[src/rtl/afeoc_pkg.sv]
// Package with register map, field layout and frame constants of the amplifier control bank.
package afeoc_pkg;
   // ==========================================================
   // Serial frame layout
   localparam int unsigned FRAME_BITS = 16;
   localparam int unsigned ADDR_BITS = 7;
   localparam int unsigned DATA_BITS = 8;
   localparam logic [4:0] CNT_HEADER = 5'h08;
   localparam logic [4:0] CNT_FRAME = 5'h10;
   localparam int unsigned RW_POS = 7;
   // ==========================================================
   // Register offsets
   localparam logic [6:0] OFF_REF_SWITCH = 7'h05;
   localparam logic [6:0] OFF_POWER_A = 7'h11;
   localparam logic [6:0] OFF_POWER_B = 7'h12;
   localparam logic [6:0] OFF_INPUT_STAGE = 7'h14;
   // ==========================================================
   // Reset values and unmapped read value
   localparam logic [7:0] RST_REG = 8'h00;
   localparam logic [7:0] READ_UNMAPPED = 8'h00;
   // ==========================================================
   // Field positions
   localparam int unsigned POS_CFG_RUN_LO = 0;
   localparam int unsigned POS_CFG_RUN_HI = 2;
   localparam int unsigned POS_GP1_RUN = 3;
   localparam int unsigned POS_GP2_RUN = 4;
   localparam int unsigned POS_REF_SWITCH = 0;
   localparam int unsigned POS_FILTER_LO = 1;
   localparam int unsigned POS_FILTER_HI = 3;
   localparam int unsigned POS_MUX7_LO = 4;
   localparam int unsigned POS_MUX7_HI = 5;
   localparam int unsigned POS_CFG_STAGE_LO = 0;
   localparam int unsigned POS_CFG_STAGE_HI = 2;
   localparam int unsigned POS_GP1_STAGE = 3;
   localparam int unsigned POS_GP2_STAGE = 4;
   // ==========================================================
   // State types
   typedef struct packed {
      logic prev;
   } afeoc_edge_state_t;

   typedef struct packed {
      logic [4:0] bit_cnt;
      logic [15:0] shift_in;
      logic [7:0] shift_out;
      logic is_read;
      logic wr_stb;
      logic [6:0] wr_addr;
      logic [7:0] wr_data;
      logic miso;
      logic miso_oe;
      logic [7:0] ref_switch;
      logic [7:0] power_a;
      logic [7:0] power_b;
      logic [7:0] input_stage;
   } afeoc_state_t;
endpackage : afeoc_pkg

[src/rtl/afeoc_edge.sv]
// Edge detector for one serial port pin sampled on the system clock.
`timescale 1ns/1ps
`default_nettype none
module afeoc_edge #(
   parameter logic IDLE_LEVEL = 1'b0
) (
   // Clock and reset
   input wire logic ref_clk,
   input wire logic nrst,
   // Pin and edges
   input wire logic pin,
   output logic rise,
   output logic fall
);
   afeoc_pkg::afeoc_edge_state_t st;
   afeoc_pkg::afeoc_edge_state_t next_st;

   always_comb begin
      next_st = st;
      next_st.prev = pin;
   end

   always_ff @(posedge ref_clk or negedge nrst) begin
      if (!nrst) begin
         st.prev <= IDLE_LEVEL;
      end else begin
         st <= next_st;
      end
   end

   // Inputs are synchronous to the clock, so one stage of history suffices.
   assign rise = pin & ~st.prev;
   assign fall = ~pin & st.prev;
endmodule : afeoc_edge
`default_nettype wire

[src/rtl/afeoc_regs.sv]
// Serial-port register bank driving the amplifier power, input stage and reference controls.
//
// Overview of operation
// - Power register A at 11h bit 3 runs general amplifier 1.
// - Power register B at 12h bit 4 runs general amplifier 2.
// - Reset clears both power registers and reference switch register to zero.
// - Reference register at 05h bit 0 connects amplifier 2 reference input.
// - Reference register also holds mux seven select and filter select fields.
// - Bits 7 and 6 of reference and input stage registers accept ones harmlessly.
// - Input stage register at 14h bit 4: zero rail-to-rail, one single-ended.
// - Input stage bit 3 selects amplifier 1 stage with same encoding.
// - Input stage register reads all zeros after reset.
// - Power register A bits 2 to 0 run configurable channels 3, 2, 1.
`timescale 1ns/1ps
`default_nettype none
module afeoc_regs (
   // Clock and reset
   input wire logic ref_clk,
   input wire logic nrst,
   // Serial port
   input wire logic spi_cs_n,
   input wire logic spi_sclk,
   input wire logic spi_mosi,
   output logic spi_miso,
   output logic spi_miso_oe,
   // Configurable amplifier controls
   output logic [2:0] cfg_amp_run,
   output logic [2:0] cfg_amp_input_stage,
   // General-purpose amplifier controls
   output logic gp_amp1_run,
   output logic gp_amp2_run,
   output logic gp_amp1_input_stage,
   output logic gp_amp2_input_stage,
   output logic gp_amp2_ref_switch,
   // Multiplexer and filter selects
   output logic [1:0] mux_seven_select,
   output logic [2:0] filter_select_field
);
   afeoc_pkg::afeoc_state_t st;
   afeoc_pkg::afeoc_state_t next_st;
   logic sclk_rise;
   logic sclk_fall;
   logic cs_fall;
   logic cs_rise;
   logic [15:0] shifted;

   // ==========================================================
   // Pin edges
   afeoc_edge #(.IDLE_LEVEL(1'b0)) u_sclk_edge (
      .ref_clk(ref_clk),
      .nrst(nrst),
      .pin(spi_sclk),
      .rise(sclk_rise),
      .fall(sclk_fall)
   );

   afeoc_edge #(.IDLE_LEVEL(1'b1)) u_cs_edge (
      .ref_clk(ref_clk),
      .nrst(nrst),
      .pin(spi_cs_n),
      .rise(cs_rise),
      .fall(cs_fall)
   );

   assign shifted = {st.shift_in[14:0], spi_mosi};

   // ==========================================================
   // Read decode
   function automatic logic [7:0] read_reg(input afeoc_pkg::afeoc_state_t s,
                                           input logic [6:0] addr);
      logic [7:0] val;
      val = afeoc_pkg::READ_UNMAPPED;
      if (addr == afeoc_pkg::OFF_REF_SWITCH) begin
         val = s.ref_switch;
      end else if (addr == afeoc_pkg::OFF_POWER_A) begin
         val = s.power_a;
      end else if (addr == afeoc_pkg::OFF_POWER_B) begin
         val = s.power_b;
      end else if (addr == afeoc_pkg::OFF_INPUT_STAGE) begin
         val = s.input_stage;
      end
      return val;
   endfunction : read_reg

   // ==========================================================
   // Frame engine and register writes
   always_comb begin
      next_st = st;
      next_st.wr_stb = 1'b0;
      if (cs_fall) begin
         next_st.bit_cnt = '0;
         next_st.is_read = 1'b0;
         next_st.miso = 1'b0;
         next_st.miso_oe = 1'b1;
      end else if (cs_rise || spi_cs_n) begin
         // A frame cut short by deselect is dropped without any write.
         next_st.miso_oe = 1'b0;
         next_st.bit_cnt = '0;
      end else if (sclk_rise && st.bit_cnt < afeoc_pkg::CNT_FRAME) begin
         next_st.shift_in = shifted;
         next_st.bit_cnt = st.bit_cnt + 5'h01;
         if (st.bit_cnt + 5'h01 == afeoc_pkg::CNT_HEADER) begin
            next_st.is_read = shifted[afeoc_pkg::RW_POS];
            next_st.shift_out = read_reg(st, shifted[6:0]);
         end
         if (st.bit_cnt + 5'h01 == afeoc_pkg::CNT_FRAME && !st.is_read) begin
            next_st.wr_stb = 1'b1;
            next_st.wr_addr = shifted[14:8];
            next_st.wr_data = shifted[7:0];
         end
      end else if (sclk_fall && st.is_read && st.bit_cnt >= afeoc_pkg::CNT_HEADER) begin
         next_st.miso = st.shift_out[7];
         next_st.shift_out = {st.shift_out[6:0], 1'b0};
      end
      if (st.wr_stb) begin
         if (st.wr_addr == afeoc_pkg::OFF_REF_SWITCH) begin
            next_st.ref_switch = st.wr_data;
         end else if (st.wr_addr == afeoc_pkg::OFF_POWER_A) begin
            next_st.power_a = st.wr_data;
         end else if (st.wr_addr == afeoc_pkg::OFF_POWER_B) begin
            next_st.power_b = st.wr_data;
         end else if (st.wr_addr == afeoc_pkg::OFF_INPUT_STAGE) begin
            next_st.input_stage = st.wr_data;
         end
      end
   end

   always_ff @(posedge ref_clk or negedge nrst) begin
      if (!nrst) begin
         st.bit_cnt <= '0;
         st.shift_in <= '0;
         st.shift_out <= '0;
         st.is_read <= 1'b0;
         st.wr_stb <= 1'b0;
         st.wr_addr <= '0;
         st.wr_data <= '0;
         st.miso <= 1'b0;
         st.miso_oe <= 1'b0;
         st.ref_switch <= afeoc_pkg::RST_REG;
         st.power_a <= afeoc_pkg::RST_REG;
         st.power_b <= afeoc_pkg::RST_REG;
         st.input_stage <= afeoc_pkg::RST_REG;
      end else begin
         st <= next_st;
      end
   end

   // ==========================================================
   // Outputs: serial data from its own flops, each other output a slice of a register
   assign spi_miso = st.miso;
   assign spi_miso_oe = st.miso_oe;
   assign cfg_amp_run = st.power_a[afeoc_pkg::POS_CFG_RUN_HI:afeoc_pkg::POS_CFG_RUN_LO];
   assign gp_amp1_run = st.power_a[afeoc_pkg::POS_GP1_RUN];
   assign gp_amp2_run = st.power_b[afeoc_pkg::POS_GP2_RUN];
   assign gp_amp2_ref_switch = st.ref_switch[afeoc_pkg::POS_REF_SWITCH];
   assign mux_seven_select = st.ref_switch[afeoc_pkg::POS_MUX7_HI:afeoc_pkg::POS_MUX7_LO];
   assign filter_select_field = st.ref_switch[afeoc_pkg::POS_FILTER_HI:afeoc_pkg::POS_FILTER_LO];
   assign gp_amp2_input_stage = st.input_stage[afeoc_pkg::POS_GP2_STAGE];
   assign gp_amp1_input_stage = st.input_stage[afeoc_pkg::POS_GP1_STAGE];
   assign cfg_amp_input_stage =
      st.input_stage[afeoc_pkg::POS_CFG_STAGE_HI:afeoc_pkg::POS_CFG_STAGE_LO];

   // ==========================================================
   // Checks
   property p_gp1_run;
      @(posedge ref_clk) disable iff (!nrst)
      st.wr_stb && st.wr_addr == afeoc_pkg::OFF_POWER_A |=> gp_amp1_run == $past(st.wr_data[3]);
   endproperty
   a_gp1_run: assert property (p_gp1_run) else $error("amp1 run not taken from write");

   property p_gp2_run;
      @(posedge ref_clk) disable iff (!nrst)
      st.wr_stb && st.wr_addr == afeoc_pkg::OFF_POWER_B |=> gp_amp2_run == $past(st.wr_data[4]);
   endproperty
   a_gp2_run: assert property (p_gp2_run) else $error("amp2 run not taken from write");

   property p_reset_clear;
      @(posedge ref_clk) disable iff (!nrst)
      !$past(nrst) |-> st.power_a == 8'h00 && st.power_b == 8'h00 && st.ref_switch == 8'h00;
   endproperty
   a_reset_clear: assert property (p_reset_clear) else $error("register not clear at reset");

   property p_ref_switch;
      @(posedge ref_clk) disable iff (!nrst)
      st.wr_stb && st.wr_addr == afeoc_pkg::OFF_REF_SWITCH
         |=> gp_amp2_ref_switch == $past(st.wr_data[0]);
   endproperty
   a_ref_switch: assert property (p_ref_switch) else $error("reference switch wrong");

   property p_mux_filter;
      @(posedge ref_clk) disable iff (!nrst)
      st.wr_stb && st.wr_addr == afeoc_pkg::OFF_REF_SWITCH
         |=> mux_seven_select == $past(st.wr_data[5:4])
             && filter_select_field == $past(st.wr_data[3:1]);
   endproperty
   a_mux_filter: assert property (p_mux_filter) else $error("select fields wrong");

   property p_upper_bits;
      @(posedge ref_clk) disable iff (!nrst)
      st.wr_stb && st.wr_addr == afeoc_pkg::OFF_INPUT_STAGE
         |=> st.input_stage[7:6] == $past(st.wr_data[7:6])
             && cfg_amp_input_stage == $past(st.wr_data[2:0]);
   endproperty
   a_upper_bits: assert property (p_upper_bits) else $error("upper bits disturb stage");

   property p_stage2;
      @(posedge ref_clk) disable iff (!nrst)
      st.wr_stb && st.wr_addr == afeoc_pkg::OFF_INPUT_STAGE
         |=> gp_amp2_input_stage == $past(st.wr_data[4]);
   endproperty
   a_stage2: assert property (p_stage2) else $error("amp2 input stage wrong");

   property p_stage1;
      @(posedge ref_clk) disable iff (!nrst)
      st.wr_stb && st.wr_addr == afeoc_pkg::OFF_INPUT_STAGE
         |=> gp_amp1_input_stage == $past(st.wr_data[3]);
   endproperty
   a_stage1: assert property (p_stage1) else $error("amp1 input stage wrong");

   property p_stage_reset;
      @(posedge ref_clk) disable iff (!nrst)
      !$past(nrst) |-> st.input_stage == 8'h00;
   endproperty
   a_stage_reset: assert property (p_stage_reset) else $error("input stage not clear");

   property p_cfg_run;
      @(posedge ref_clk) disable iff (!nrst)
      st.wr_stb && st.wr_addr == afeoc_pkg::OFF_POWER_A |=> cfg_amp_run == $past(st.wr_data[2:0]);
   endproperty
   a_cfg_run: assert property (p_cfg_run) else $error("configurable run wrong");

   property p_hold;
      @(posedge ref_clk) disable iff (!nrst)
      !$past(st.wr_stb) |-> $stable(st.power_a) && $stable(st.power_b) && $stable(st.input_stage)
         && $stable(st.ref_switch);
   endproperty
   a_hold: assert property (p_hold) else $error("register changed without write");
endmodule : afeoc_regs
`default_nettype wire

[config.mk]
export PLATFORM = sky130hd
export DESIGN_NAME = afeoc_regs
export DESIGN_NICKNAME = d
export VERILOG_FILES = /design/src/rtl/afeoc_pkg.sv /design/src/rtl/afeoc_edge.sv /design/src/rtl/afeoc_regs.sv
export SDC_FILE = /design/constraint.sdc
export NUM_CORES = 1
export LEC_CHECK = 0
export BUFFER_PORTS_ARGS = -buffer_cell sky130_fd_sc_hd__buf_2
export CORE_MARGIN = 2
export CORE_UTILIZATION = 60
export CTS_CLUSTER_DIAMETER = 80
export CTS_CLUSTER_SIZE = 24
export DETAILED_ROUTE_END_ITERATION = 6
export GPL_ROUTABILITY_DRIVEN = 0
export PLACE_DENSITY = 0.79
export SETUP_SLACK_MARGIN = 0.15
export SLEW_MARGIN = 15
export SYNTH_ARGS = -nofsm -noshare
export SYNTH_HDL_FRONTEND = slang
export SYNTH_SLANG_ARGS = --single-unit
[constraint.sdc]
create_clock -name ref_clk -period 5.64 [get_ports ref_clk]
set_clock_uncertainty 0.2 [all_clocks]
set_input_delay 1.128 -clock ref_clk [delete_from_list [all_inputs] [get_ports ref_clk]]
set_output_delay 1.128 -clock ref_clk [all_outputs]
set_load 0.03 [all_outputs]
==> summary.txt, run 1 <==
Timing
  • Worst Max-Slew Pin Slew: 0.9875 ns
  • Final setup fails: 0
  • Achievable Freq: 340.8 MHz
  • Final Hold Fails: 0
  • Crit path time final: 2.934 ns
  • Fin Hold WS: 0.2983 ns
  • Final worst slack: 2.706 ns
  • Tcrit/Tclk final: 52.03%
  • Max transition margin: 34.16%
  • RSZ-0062 raised after global routing: no
  • Max-slew violation count: 0
  • Total negative slack: 0 ns

Logic synthesis
  • Asr flop ratio synth: 100.0%
  • Post-synth top area share: 52.97%
  • Yosys warning total: 0
  • Synth Instances: 288
  • Largest area contributor in the netlist: dfrtp_1
  • Post-synth design cell area: 3732 µm²
  • Area contributors post-synth: dfrtp_1, mux2_2, and3b_1
  • Post-synth EDFFs: 0
  • Yosys reg bits: 80
  • Commonest cells post-synth: dfrtp_1, mux2_2, nand2_1
  • Count leader, synth: dfrtp_1
  • Post-Synthesis Mean Instance Area: 12.96 µm²
  • Syn Nets: 296
  • Top FF cell, synth: dfrtp_1
  • Register area share after synthesis: 53.67%
  • Post-synthesis cell type count: 39

Final layout
  • Layout cells sized above 1: 36.96%
  • Final core utilization: 68.24%
  • Fin nets: 306
  • Filler instances: 452
  • N_diodes: 0
  • Area Growth Syn to Fin: 8.884%
  • Fin cells: 378

Power
  • Net Sw Frac: 25.75%
  • Pwr Density: 307.3 nW/µm²
  • Switching pwr: 321.6 µW
  • Internal: 927.4 µW
  • Clock Power Share: 41.4%
  • Maximum vdd drop: 198.9 µV
  • Sequential Power Share: 50.9%
  • Combinational power share: 7.7%
  • LEAKAGE: 0.002021 µW

GRT
  • Pin count of the biggest net entering global routing: 81
  • Total GRT Usage: 23.11%
  • Global-route wire length before repair: 12,450 µm
  • Total grt overflow: 0
  • Vias in the first global route: 2,412
  • Initial antenna violation count: 0

CTS
  • Clk sinks: 80
  • Latest clock arrival within the worst-skew pair: 0.36 ns
  • Setup bufs post-CTS: 0
  • Post-CTS Hold Buffers: 0
  • # H-tree levels: 3
  • Clock Tree Buf Depth: 2
  • Clock Tree Root: clkbuf_8
  • Clk pin slew, worst setup/hold paths: 0.08 ns
  • # resized after CTS: 0
  • CTS tree: yes
  • TritonCTS Buffers: 9

Floorplanning
  • CORE AREA: 5956 µm²
  • Chip width: 82.87 µm
  • Row count: 28
  • Die area: 6867 µm²
  • Io pins: 23
  • Die Ht: 82.87 µm
  • Initial Utilization: 62.67%

Hold path
  • Hold path depth: 2
  • Hold Crit Class: reg2reg

Detailed routing
  • Via Count: 2,285
  • Pre-Repair DR Iteration Count: 5
  • Starting DRT DRC Count: 203
  • Avg WL per Cell: 19.02 µm
  • Vias per cell: 6.045
  • Final ANT Viol Nets: 0
  • DRC viols: 0
  • Total wire length: 7190 µm

Placed design
  • Setup WS pre-CTS: 2.367 ns
  • Port Buf Inserts: 22
  • Placed Cells: 362
  • HPWL Detailed: 4577 µm

Setup path
  • CP max FO: 18
  • Required @ worst endpoint: 5.68 ns
  • Worst setup EP type: register
  • Crit path kind: in2reg
  • CP arrival: 2.98 ns
  • Worst setup SP type: primary input
  • Worst reg2reg path depth: 4

Run
  • Max_cap viols: 0

Outcome
  • Status: complete, no violations
per-layer routing:
metal	up-vias	track usage [%]	share of wire, %
li1	1063	-	-
met1	1161	31.88	44
met2	52	35.70	49
met3	9	5.765	5.4
met4	0	8.644	1.5
met5	-	0	0
layout make-up:
type	instances	area [µm²]	share of cell area, %
clock buffers	9	123.9	3.048
clock inverters	7	125.1	3.079
inverters	4	15.01	0.3695
multi-input cells	179	1575	38.76
flip-flops and latches	80	2003	49.29
well taps	75	93.84	2.309
repair buffers	24	127.6	3.140
placed cells by master, fill, tap and decap left out, drive strengths merged, types with 3 or more instances in the layout:
cell type / Yosys / layout
dfrtp: 79 / 79
mux2: 69 / 69
buf: 18 / 24
nand2: 19 / 19
and3b: 18 / 18
o211ai: 9 / 9
clkbuf: 7 / 9
inv: 4 / 8
a22oi: 7 / 7
o2111ai: 7 / 7
nor2: 6 / 6
a21oi: 5 / 5
nor2b: 5 / 5
nor3: 5 / 5
o21ai: 4 / 4
nand3: 3 / 3
ha: 3 / 3
bufinv: 0 / 3
sequential cells by signal, summed over array words and instances (netlist names), 2 cells and up:
signal and cells:
st 46, shifted 14, cfg_amp_input_stage 3, cfg_amp_run 3, filter_select_field 3, mux_seven_select 2
stage by stage:
stage          instance area, µm²  total power, µW
6_report                     4064             1249
3_5_place_dp                 3815            740.5
3_3_place_gp                 3815            736.2
2_1_floorplan                3732            699.4
5_1_grt                      4064             1295
4_1_cts                      4064             1258
worst max-delay path: stages:
cell,delay [ns]
buf_2,0.11
nor3b_4,0.68
nand2_1,0.60
mux2_2,0.45
power by group through the flow:
stage / clock, µW / sequential [µW] / combinational (µW)
6_report: 517 / 635 / 96.6
2_1_floorplan: 0 / 617 / 82.5
3_5_place_dp: 0 / 645 / 95.1
3_3_place_gp: 0 / 644 / 92.0
4_1_cts: 528 / 634 / 95.2
5_1_grt: 550 / 642 / 104
cells by family (layout without fill, tap and decap cells):
group	count (synthesis)	after routing	share of synthesized area (%)
buffers and inverters	29	44	4.459
multiplexers	70	70	21.09
flip-flops	80	80	53.67
AO/OA/AOI/OAI	35	35	6.939
XOR/XNOR	1	1	0.2347
AND/OR/NAND/NOR	70	70	12.60
adder cells (fa/ha/maj)	3	3	1.006
worst paths after layout:
| path | start | endpoint | slack [ns] |
|---|---|---|---|
| max | spi_sclk | shifted[2]$_DFFE_PN0P_ | 2.71 |
| min | spi_miso_oe$_DFFE_PN0N_ | spi_miso_oe$_DFFE_PN0N_ | 0.30 |
| max reg2reg | st[42]$_DFFE_PN0P_ | st[5]$_DFFE_PN0P_ | 3.15 |
| min reg2reg | spi_miso_oe$_DFFE_PN0N_ | spi_miso_oe$_DFFE_PN0N_ | 0.30 |
| max in group asynchronous | nrst | st[43]$_DFFE_PN0P_ | 3.89 |
| min in group asynchronous | nrst | st[78]$_DFFE_PN0P_ | 0.71 |
Note: power is estimated with default switching activity, not from simulation.
==> run 2, diff against run 1 <==
Settings changed: CORE_UTILIZATION 60 to 54, PLACE_DENSITY 0.79 to 0.75.
Clock period 5.64 ns to 2.6 ns, I/O delays scaled along.
==> summary.txt, run 2 (same netlist as run 1, synthesis figures left out) <==
Outcome
  • Status: complete, no violations

Power
  • LEAKAGE: 0.002057 µW
  • Pwr Density: 625.4 nW/µm²
  • Maximum vdd drop: 318.0 µV

GRT
  • Vias in the first global route: 2,356
  • Pin count of the biggest net entering global routing: 47
  • Total grt overflow: 0
  • Initial antenna violation count: 0
  • Global-route wire length before repair: 11,960 µm
  • Total GRT Usage: 20.92%

Hold path
  • Hold Crit Class: in2reg

Timing
  • Total negative slack: 0 ns
  • Tcrit/Tclk final: 82.11%
  • Max-slew violation count: 0
  • Worst Max-Slew Pin Slew: 0.5159 ns
  • Final setup fails: 0
  • RSZ-0062 raised after global routing: no
  • Achievable Freq: 468.4 MHz
  • Max transition margin: 65.61%
  • Final Hold Fails: 0
  • Crit path time final: 2.135 ns

CTS
  • Clk sinks: 80
  • # H-tree levels: 3
  • Clk pin slew, worst setup/hold paths: 0.07 ns
  • TritonCTS Buffers: 9
  • Clock Tree Buf Depth: 2
  • Setup bufs post-CTS: 0
  • CTS tree: yes
  • Latest clock arrival within the worst-skew pair: 0.35 ns
  • # resized after CTS: 0
  • Clock Tree Root: clkbuf_8

Floorplanning
  • CORE AREA: 6756 µm²
  • Io pins: 23
  • Chip width: 87.14 µm
  • Die area: 7593 µm²
  • Die Ht: 87.14 µm
  • Initial Utilization: 55.24%
  • Row count: 30

Setup path
  • CP max FO: 8
  • CP arrival: 2.16 ns
  • Worst setup SP type: register
  • Required @ worst endpoint: 2.63 ns
  • Crit path kind: reg2reg
  • Worst setup EP type: register

Detailed routing
  • Via Count: 2,332
  • Avg WL per Cell: 18.55 µm
  • Starting DRT DRC Count: 115
  • DRC viols: 0
  • Vias per cell: 5.934
  • Final ANT Viol Nets: 0
  • Total wire length: 7290 µm
  • Pre-Repair DR Iteration Count: 4

Placed design
  • HPWL Detailed: 4890 µm
  • Port Buf Inserts: 22
  • Placed Cells: 377

Final layout
  • Most frequent cells in the layout: dfrtp_1, mux2_2, buf_2
  • Layout cells sized above 1: 38.34%
  • Area Growth Syn to Fin: 10.53%
  • Most flop-heavy register: st
  • Max reg flops: 46
  • Leading cell type in the layout, fill and taps excluded: dfrtp_1
  • Fin nets: 317
  • N_diodes: 0
  • Fin cells: 393

Run
  • Max_cap viols: 0
==> run 2: cell types whose count changed in the layout (fill, tap and decap cells not counted), sizes merged <==
cell,change
inv,-4
dlygate4sd3,+1
clkbuf,+4
bufinv,-2
buf,+10
clkinvlp,+1
==> run 2: final timing paths <==
path / start / endpoint / slack [ns] / depth (start not counted)
setup reg to reg: st[75]$_DFFE_PN0P_ / st[58]$_DFFE_PN0P_ / 0.47 / 5
min in group asynchronous: nrst / shifted[8]$_DFFE_PN0P_ / 0.47 / 2
hold / removal: spi_cs_n / u_cs_edge.st$_DFF_PN1_ / 0.12 / 1
hold reg to reg: spi_miso_oe$_DFFE_PN0N_ / spi_miso_oe$_DFFE_PN0N_ / 0.30 / 2
max in group asynchronous: nrst / u_cs_edge.st$_DFF_PN1_ / 1.10 / 3
setup / recovery: st[75]$_DFFE_PN0P_ / st[58]$_DFFE_PN0P_ / 0.47 / 5
==> run 2: what timing repair did <==
item	CTS	global route
hold buffers	1	0
setup endpoints to repair	0	0
endpoints found under the hold margin	34	0
==> run 2: power by group <==
part / leakage (µW) / internal (µW) / switching, µW / total (µW)
combinational: 0.000852 / 119 / 149 / 267
clock: 0.000102 / 518 / 427 / 945
sequential: 0.00110 / 1280 / 86.7 / 1370
total: 0.00206 / 1920 / 663 / 2580
==> run 2: per-layer routing <==
layer	wire [µm]	part of all wire (%)	track usage, %
met5	0	0	0
met4	110	1.5	8.392
met3	172	2.4	3.507
met2	3607	49	33.73
met1	3399	47	28.37
==> run 2: area by class of cell <==
| class | instances | area [µm²] |
|---|---|---|
| Fill cell | 532 | 2631 |
| Multi-Input combinational cell | 179 | 1575 |
| Clock inverter | 2 | 37.54 |
| Inverter | 4 | 15.01 |
| Clock buffer | 13 | 168.9 |
| Sequential cell | 80 | 2003 |
| Timing Repair Buffer | 35 | 225.2 |
| Tap cell | 80 | 100.1 |
==> run 2: through the flow <==
| step | setup WS (ns) | power [µW] | area, µm² | utilization [%] | hold slack (ns) |
|---|---|---|---|---|---|
| 6_report | 0.4652 | 2580 | 4125 | 61.06 | 0.1208 |
| 5_1_grt | 0.3594 | 2673 | 4125 | 61.06 | 0.1170 |
| 4_1_cts | 0.4699 | 2596 | 4125 | 61.06 | 0.1070 |
| 3_5_place_dp | 0.3377 | 1656 | 3909 | 57.85 | 0.2863 |
| 3_3_place_gp | 0.3757 | 1650 | 3909 | 57.85 | 0.2699 |
| 2_1_floorplan | 0.7034 | 1517 | 3732 | - | 0.02441 |
==> run 2: worst max-delay path: stages, from the launching register on <==
cell	delay (ns)
dfrtp_1	0.43
ha_1	0.27
nand2b_1	0.08
o22ai_1	0.13
a41oi_2	0.51
mux2_2	0.39
